**src/rtl/tsod_pkg.sv**
```systemverilog
// Constants, types and register map of the timer state output driver
//==================================================================
// Behaviour
// - An output switches on when the timer enters its turn-on state.
// - An output stays on, then switches off on entering its turn-off state.
// - Turn-on and turn-off each select one of five timer states.
// - Inverted turn-on fires on entering any state except the named one.
// - Inverted turn-off fires on entering any state except the named one.
// - On at X with off at not-X gives an output on only inside X.
// - Enable gates the output and leaves its other settings untouched.
// - Annunciator one lights while the first output is on.
// - After the turn-on event the output waits the programmed delay, then closes.
// - Delay counts whole seconds, at most 32400.
// - Zero delay closes the output at once.
// - The second output behaves the same, configured on its own.
// - Annunciator two lights while the second output is on.
// - Run time accumulates into a grand total; a zeroing command clears it.
// - Configuration is guarded by a four-character code; the default code opens it.
// - A new lock code takes effect only on return to display operation.
// - Factory restore needs the confirmation word, restores all, returns to display.
// - Factory restore leaves the grand total alone.
// - Reset terminal closure resets the timer after 2 ms (quick) or 1 s.
package tsod_pkg;

   //==================================================================
   // Timer states
   localparam logic [2:0] ST_RESET   = 3'h0;
   localparam logic [2:0] ST_RUN     = 3'h1;
   localparam logic [2:0] ST_PAUSE   = 3'h2;
   localparam logic [2:0] ST_RDELAY  = 3'h3;
   localparam logic [2:0] ST_DONE    = 3'h4;

   typedef struct packed {
      logic       inv;
      logic [2:0] st;
   } tsod_sel_t;

   typedef struct packed {
      logic        en;
      tsod_sel_t   off_sel;
      tsod_sel_t   on_sel;
      logic [14:0] delay;
   } tsod_cfg_t;

   localparam int          CFG_W       = 24;
   localparam logic [14:0] DELAY_MAX   = 15'h7E90;
   localparam tsod_cfg_t   CFG_DEFAULT = '{en: 1'b0, off_sel: '{inv: 1'b0, st: ST_DONE},
                                           on_sel: '{inv: 1'b0, st: ST_RUN}, delay: 15'h0000};

   //==================================================================
   // Register map, byte addresses
   localparam logic [7:0] A_CTRL    = 8'h00;
   localparam logic [7:0] A_OUT1    = 8'h04;
   localparam logic [7:0] A_OUT2    = 8'h08;
   localparam logic [7:0] A_STATUS  = 8'h0C;
   localparam logic [7:0] A_GTOTAL  = 8'h10;
   localparam logic [7:0] A_NEWCODE = 8'h14;
   localparam logic [7:0] A_UNLOCK  = 8'h18;
   localparam logic [7:0] A_CMD     = 8'h1C;
   localparam logic [7:0] A_CONFIRM = 8'h20;

   localparam int CTRL_QUICK  = 0;
   localparam int CMD_ZERO_GT = 0;
   localparam int CMD_EXIT    = 1;
   localparam int CMD_RESTORE = 2;

   localparam logic [31:0] LOCK_DEFAULT   = 32'h3030_3030;
   localparam logic [31:0] CONFIRM_WORD   = 32'h3575_7245;

   //==================================================================
   // Timing
   localparam int CLK_MHZ        = 250;
   localparam int QUICK_RESET_MS = 2;
   localparam int SLOW_RESET_S   = 1;
   localparam int QUICK_CYCLES   = QUICK_RESET_MS * CLK_MHZ * 1000;
   localparam int SLOW_CYCLES    = SLOW_RESET_S * CLK_MHZ * 1000000;

endpackage

```
**src/rtl/tsod_top.sv**
```systemverilog
// Timer state output driver: two switch outputs, lock code, grand total, reset terminal timing
`timescale 1ns/1ns
module tsod_top
#(
   parameter int QUICK_RESET_CYCLES = tsod_pkg::QUICK_CYCLES,
   parameter int SLOW_RESET_CYCLES  = tsod_pkg::SLOW_CYCLES
)
(
   input  wire logic        pclk,
   input  wire logic        presetn,
   input  wire logic        psel,
   input  wire logic        penable,
   input  wire logic        pwrite,
   input  wire logic [7:0]  paddr,
   input  wire logic [31:0] pwdata,
   output logic [31:0]      prdata,
   output logic             pready,
   output logic             pslverr,
   input  wire logic        state_entry,
   input  wire logic [2:0]  state_code,
   input  wire logic        sec_tick,
   input  wire logic        reset_terminal_closed,
   output logic             timer_reset_req,
   output logic             first_switch_output,
   output logic             second_switch_output,
   output logic             annunciator_one,
   output logic             annunciator_two
);
   import tsod_pkg::*;

   //==================================================================
   // Helpers
   function automatic logic sel_hit(input tsod_sel_t s, input logic [2:0] st);
      sel_hit = s.inv ? (st != s.st) : (st == s.st);
   endfunction

   function automatic tsod_cfg_t cfg_from_word(input logic [31:0] w);
      tsod_cfg_t c;
      c = tsod_cfg_t'(w[CFG_W-1:0]);
      if (c.delay > DELAY_MAX)
         c.delay = DELAY_MAX;
      cfg_from_word = c;
   endfunction

   //==================================================================
   // APB decode
   logic        wr_en;
   logic        rd_setup;
   logic        mapped;
   logic        cfg_open;
   tsod_cfg_t   cfg_r [2];
   logic        quick_r;
   logic [31:0] lock_active_r;
   logic [31:0] lock_pending_r;
   logic [31:0] confirm_r;
   logic        unlocked_r;
   logic [31:0] gtotal_r;
   logic [2:0]  cur_state_r;
   logic [1:0]  out_r;
   logic [1:0]  pend_r;
   logic [14:0] cnt_r [2];
   logic [27:0] rst_cnt_r;
   logic        rst_fired_r;
   logic        restore_ok;
   logic        exit_cmd;

   assign pready   = 1'b1;
   assign mapped   = (paddr == A_CTRL) || (paddr == A_OUT1) || (paddr == A_OUT2) ||
                     (paddr == A_STATUS) || (paddr == A_GTOTAL) || (paddr == A_NEWCODE) ||
                     (paddr == A_UNLOCK) || (paddr == A_CMD) || (paddr == A_CONFIRM);
   assign pslverr  = psel && penable && !mapped;
   assign wr_en    = psel && penable && pwrite && mapped;
   assign rd_setup = psel && !penable && !pwrite;
   // Default code leaves the menu open to anyone
   assign cfg_open = unlocked_r || (lock_active_r == LOCK_DEFAULT);
   assign exit_cmd = wr_en && (paddr == A_CMD) && pwdata[CMD_EXIT];
   assign restore_ok = wr_en && cfg_open && (paddr == A_CMD) && pwdata[CMD_RESTORE] &&
                       (confirm_r == CONFIRM_WORD);

   //==================================================================
   // Read data, latched in the setup phase so it is a flop output
   always_ff @(posedge pclk or negedge presetn)
   begin
      if (!presetn)
         prdata <= 32'h0000_0000;
      else if (rd_setup)
      begin
         case (paddr)
            A_CTRL:   prdata <= {31'h0000_0000, quick_r};
            A_OUT1:   prdata <= {8'h00, cfg_r[0]};
            A_OUT2:   prdata <= {8'h00, cfg_r[1]};
            A_STATUS: prdata <= {24'h00_0000, cur_state_r, cfg_open, pend_r, out_r};
            A_GTOTAL: prdata <= gtotal_r;
            A_CONFIRM: prdata <= confirm_r;
            default:  prdata <= 32'h0000_0000;
         endcase
      end
   end

   //==================================================================
   // Configuration registers
   always_ff @(posedge pclk or negedge presetn)
   begin
      if (!presetn)
      begin
         cfg_r[0] <= CFG_DEFAULT;
         cfg_r[1] <= CFG_DEFAULT;
         quick_r  <= 1'b0;
      end
      else if (restore_ok)
      begin
         cfg_r[0] <= CFG_DEFAULT;
         cfg_r[1] <= CFG_DEFAULT;
         quick_r  <= 1'b0;
      end
      else if (wr_en && cfg_open)
      begin
         case (paddr)
            A_CTRL:  quick_r  <= pwdata[CTRL_QUICK];
            A_OUT1:  cfg_r[0] <= cfg_from_word(pwdata);
            A_OUT2:  cfg_r[1] <= cfg_from_word(pwdata);
            default: ;
         endcase
      end
   end

   //==================================================================
   // Lock code and menu access
   always_ff @(posedge pclk or negedge presetn)
   begin
      if (!presetn)
      begin
         lock_active_r  <= LOCK_DEFAULT;
         lock_pending_r <= LOCK_DEFAULT;
         unlocked_r     <= 1'b0;
         confirm_r      <= 32'h0000_0000;
      end
      else if (restore_ok)
      begin
         lock_active_r  <= LOCK_DEFAULT;
         lock_pending_r <= LOCK_DEFAULT;
         unlocked_r     <= 1'b0;
         confirm_r      <= 32'h0000_0000;
      end
      else if (exit_cmd)
      begin
         // The new code only bites once the menu is left
         lock_active_r <= lock_pending_r;
         unlocked_r    <= 1'b0;
         confirm_r     <= 32'h0000_0000;
      end
      else if (wr_en)
      begin
         case (paddr)
            A_UNLOCK:  unlocked_r <= unlocked_r || (pwdata == lock_active_r);
            A_NEWCODE: if (cfg_open) lock_pending_r <= pwdata;
            A_CONFIRM: if (cfg_open) confirm_r <= pwdata;
            default: ;
         endcase
      end
   end

   //==================================================================
   // Grand total of run seconds, untouched by factory restore
   always_ff @(posedge pclk or negedge presetn)
   begin
      if (!presetn)
         gtotal_r <= 32'h0000_0000;
      else if (wr_en && cfg_open && (paddr == A_CMD) && pwdata[CMD_ZERO_GT])
         gtotal_r <= 32'h0000_0000;
      else if (sec_tick && (cur_state_r == ST_RUN))
         gtotal_r <= gtotal_r + 32'h0000_0001;
   end

   //==================================================================
   // Present timer state, tracked from entry events
   always_ff @(posedge pclk or negedge presetn)
   begin
      if (!presetn)
         cur_state_r <= ST_RESET;
      else if (state_entry)
         cur_state_r <= state_code;
   end

   //==================================================================
   // Switch outputs with turn-on delay
   always_ff @(posedge pclk or negedge presetn)
   begin
      if (!presetn)
      begin
         out_r  <= 2'h0;
         pend_r <= 2'h0;
         cnt_r[0] <= 15'h0000;
         cnt_r[1] <= 15'h0000;
      end
      else
      begin
         for (int i = 0; i < 2; i++)
         begin
            if (!cfg_r[i].en)
            begin
               out_r[i]  <= 1'b0;
               pend_r[i] <= 1'b0;
            end
            else if (state_entry && sel_hit(cfg_r[i].off_sel, state_code))
            begin
               // Off beats on if one entry hits both selections
               out_r[i]  <= 1'b0;
               pend_r[i] <= 1'b0;
            end
            else if (state_entry && sel_hit(cfg_r[i].on_sel, state_code) && !out_r[i] && !pend_r[i])
            begin
               if (cfg_r[i].delay == 15'h0000)
                  out_r[i] <= 1'b1;
               else
               begin
                  pend_r[i] <= 1'b1;
                  cnt_r[i]  <= cfg_r[i].delay;
               end
            end
            else if (pend_r[i] && sec_tick)
            begin
               if (cnt_r[i] == 15'h0001)
               begin
                  out_r[i]  <= 1'b1;
                  pend_r[i] <= 1'b0;
               end
               cnt_r[i] <= cnt_r[i] - 15'h0001;
            end
         end
      end
   end

   assign first_switch_output  = out_r[0];
   assign second_switch_output = out_r[1];
   assign annunciator_one      = out_r[0];
   assign annunciator_two      = out_r[1];

   //==================================================================
   // Reset terminal closure timer; the slow figure rejects contact bounce
   always_ff @(posedge pclk or negedge presetn)
   begin
      if (!presetn)
      begin
         rst_cnt_r       <= 28'h000_0000;
         rst_fired_r     <= 1'b0;
         timer_reset_req <= 1'b0;
      end
      else if (!reset_terminal_closed)
      begin
         rst_cnt_r       <= 28'h000_0000;
         rst_fired_r     <= 1'b0;
         timer_reset_req <= 1'b0;
      end
      else
      begin
         timer_reset_req <= 1'b0;
         if (!rst_fired_r)
         begin
            if (rst_cnt_r == 28'((quick_r ? QUICK_RESET_CYCLES : SLOW_RESET_CYCLES) - 1))
            begin
               timer_reset_req <= 1'b1;
               rst_fired_r     <= 1'b1;
            end
            rst_cnt_r <= rst_cnt_r + 28'h000_0001;
         end
      end
   end
endmodule

```
**config.mk**
```make
export PLATFORM = sky130hd
export DESIGN_NAME = tsod_top
export DESIGN_NICKNAME = d
export VERILOG_FILES = /design/src/rtl/tsod_pkg.sv /design/src/rtl/tsod_top.sv
export SDC_FILE = /design/constraint.sdc
export NUM_CORES = 1
export LEC_CHECK = 0
export BUFFER_PORTS_ARGS = -buffer_cell sky130_fd_sc_hd__buf_4
export CAP_MARGIN = 20
export CORE_MARGIN = 2
export CORE_UTILIZATION = 30
export DETAILED_ROUTE_END_ITERATION = 10
export PLACE_DENSITY_LB_ADDON = 0.1
export SLEW_MARGIN = 20
export SYNTH_ARGS = -nofsm -noshare
export SYNTH_HDL_FRONTEND = slang
export SYNTH_SLANG_ARGS = --single-unit
```
**constraint.sdc**
```tcl
create_clock -name pclk -period 4 [get_ports pclk]
set_clock_uncertainty 0.05 [all_clocks]
set_input_delay 1 -clock pclk [delete_from_list [all_inputs] [get_ports pclk]]
set_output_delay 1 -clock pclk [all_outputs]
set_load 0.1 [all_outputs]
```
==> impl_metrics.env <==
export IMPL_cts_buffers=36
export IMPL_cts_max_path_buffers=3
export IMPL_layout_drive_gt1_share=0.142
export IMPL_ctsHtreeMaxLevel=2
export IMPL_synthDominantAreaCellType="dfrtp_1"
export IMPL_design_portCount=90
export IMPL_clock_latency_ns=0.56
export IMPL_initial_standard_cell_utilization_of_the_core=0.303
export IMPL_final_critical_path_setup_slack_ns=0.741
export IMPL_start_kind="input port"
export IMPL_leakage_uw=0.00739
export IMPL_antenna_violations_before_repair=1
export IMPL_power_density_cell_area_nw_per_um2=379
export IMPL_dpl_instance_area_sq_um=16200
export IMPL_cts_tree="yes"
export IMPL_mappedNetlistNets=1633
export IMPL_first_global_vias=12800
export IMPL_cp_data_required_time_ns=2.95
export IMPL_arrival_ns=2.21
export IMPL_drc_violation_count_after_routing=0
export IMPL_route_detailed_vias_per_inst=5.69
export IMPL_synth_seq_area_share=0.470
export IMPL_grt_total_usage=0.213
export IMPL_synth_enable_flop_cells=0
export IMPL_antenna_diode_count=0
export IMPL_outcome="completed"
export IMPL_clkSinkCount=277
export IMPL_drt_iter0_drc=1182
export IMPL_grt_max_degree=82
export IMPL_finalInstanceArea_sq_um=17500
export IMPL_critical_path_endpoint_type="output pin"
export IMPL_place_inst=2237
export IMPL_path_clk_slew_ns=0.06
export IMPL_hold_path_class="input port to async pin"
export IMPL_post_synth_instance_area_sq_um=14800
export IMPL_die_height_microns=226
export IMPL_criticalPathCategory="input port to output pin"
export IMPL_grtUsageMet2=0.328
export IMPL_number_of_instances_in_the_synthesized_netlist=1576
export IMPL_grt_remaining_overflow=0
export IMPL_detailroute_via_count=13100
export IMPL_synthDistinctLibCells=74
export IMPL_post_place_ws_ns=0.415
export IMPL_firstDrtPassIters=5
export IMPL_final_layout_setup_total_negative_slack_ns=0
export IMPL_core_area_sq_um=48800
export IMPL_cap_viol_max_count=0
export IMPL_fin_crit_sh=0.815
export IMPL_ys_top_cells_by_area="dfrtp_1 43%, a21oi_1 4.8%, nand4_1 4.8%"
export IMPL_max_clock_freq_mhz=307
export IMPL_critical_path_peak_fanout=5
export IMPL_ctsResizeCount=0
export IMPL_wire_length_of_the_first_global_routing_pass_microns=82700
export IMPL_synth_most_common_cell="dfrtp_1"
export IMPL_max_slew_margin_rel=0.377
export IMPL_count_of_port_buffers_added_during_placement=88
export IMPL_drt_wl_total_microns=54400
export IMPL_postSynth_topFlopCell="dfrtp_1"
export IMPL_gp_congestion=0.842
export IMPL_design_final_nets=1668
export IMPL_async_reset_ff_frac=1.00
export IMPL_postRouteAntennaNets=0
export IMPL_report_final_hold_viol_count=0
export IMPL_met1_track_demand_over_resource_in_global_routing=0.304
export IMPL_floorplan_die_area_sq_um=51200
export IMPL_use_met3=0.0410
export IMPL_postCtsSetupBuffers=0
export IMPL_unrepaired_setup_endpoints_after_global_routing="no"
export IMPL_finish_cell_count_without_fillers=2302
export IMPL_number_of_core_rows=81
export IMPL_yosysTopAreaCellShare=0.434
export IMPL_busiest_metal_layer_after_global_routing="met2"
export IMPL_dp_hpwl_microns=37200
export IMPL_shortest_clock_period_the_worst_path_allows_after_layout_ns=3.26
export IMPL_die_w_microns=226
export IMPL_postSynthAreaPerCell_sq_um=9.40
export IMPL_cts_hold_buf=0
export IMPL_yosys_warnings=0
export IMPL_setup_violations=0
export IMPL_slew_viol_final=0
export IMPL_ir_drop_mv=0.230
export IMPL_area_growth_syn_to_layout_pct=18.0
export IMPL_routedWlPerCell_microns=23.6
export IMPL_max_slew_worst_pin_slew_ns=0.934
export IMPL_worstRegToRegCells=5
export IMPL_ys_top_cells_by_count="257 x dfrtp_1, 143 x a21oi_1, 128 x o21ai_0, 114 x nand4_1, 108 x nand2_1"
export IMPL_synth_seq_cells=277
export IMPL_cts_root_buf="clkbuf_16"
-- placed cells by master (no fill, tap or decap), drive strengths merged, types with 31 or more instances in the layout --
master | Yosys | final
nand2 | 108 | 108
nor2 | 51 | 51
nand3 | 74 | 74
a22o | 31 | 31
dfrtp | 257 | 257
clkbuf | 105 | 49
a21oi | 144 | 144
nor4 | 31 | 31
a22oi | 53 | 53
buf | 25 | 127
nand4 | 114 | 114
xor2 | 32 | 32
o21ai | 129 | 129
xnor2 | 56 | 56
-- routing by layer --
layer	share of wire	routed length, microns
met1	0.46	25200
met2	0.45	24700
met3	0.060	3250
met4	0.023	1240
met5	0	0
-- state kept, by name, indices dropped and copies added, names as in the netlist, 3 cells and up --
| register | count |
|---|---|
| cfg_r | 48 |
| cnt_r | 30 |
| confirm_r | 32 |
| cur_state_r | 3 |
| gtotal_r | 32 |
| lock_active_r | 32 |
| lock_pending_r | 32 |
| prdata | 32 |
| rst_cnt_r | 28 |
-- worst max-delay path: stages --
cell and delay (ns):
buf_4 0.13, or4_1 0.62, a21oi_1 0.17, nor2_1 0.05
buf_4 0.23
-- path summary, 6_finish.rpt --
path / endpoint / slack (ns) / start
max: pslverr / 0.74 / paddr[1]
min: cnt_r[23] / 0.39 / presetn
max reg2reg: lock_pending_r[29] / 0.89 / lock_active_r[29]
min reg2reg: lock_pending_r[28] / 0.43 / lock_pending_r[28]
max in group asynchronous: lock_active_r[29] / 2.54 / presetn
min in group pclk: lock_pending_r[28] / 0.43 / lock_pending_r[28]
-- kinds of logic (layout without fill, tap and decap cells) --
family          count (synthesis)  count (layout)  synth area share
simple gates                  561             561             0.213
mux                            26              26            0.0178
xor+xnor                       88              88            0.0520
flops                         277             277             0.470
fa+ha+maj                       6               6           0.00507
buf+inv                       156             218            0.0426
other cells                     1               1          0.000253
compound gates                461             461             0.199
-- report_power, final --
| part | total, uW | internal (uW) | switching, uW |
|---|---|---|---|
| Combinational | 329 | 104 | 225 |
| Sequential | 2860 | 2830 | 34.7 |
| Clock | 3440 | 2100 | 1340 |
| Total | 6630 | 5040 | 1600 |
-- cell type report --
type / instances / area (sq um)
clock buffer: 49 / 1010
clock inverter: 16 / 241
fill: 5052 / 31400
inverter: 26 / 97.6
multi-input combinational: 1143 / 7290
sequential: 277 / 6960
tap: 664 / 831
timing repair buffer: 127 / 1060
-- stage by stage --
step	hold WS, ns	utilization	power [uW]
floorplan	0.402	-	3030
global placement	0.420	0.332	3240
detailed placement	0.421	0.332	3240
CTS	0.431	0.358	6730
global route	0.455	0.358	6870
finish	0.393	0.358	6630
(Power assumes the default switching activity.)
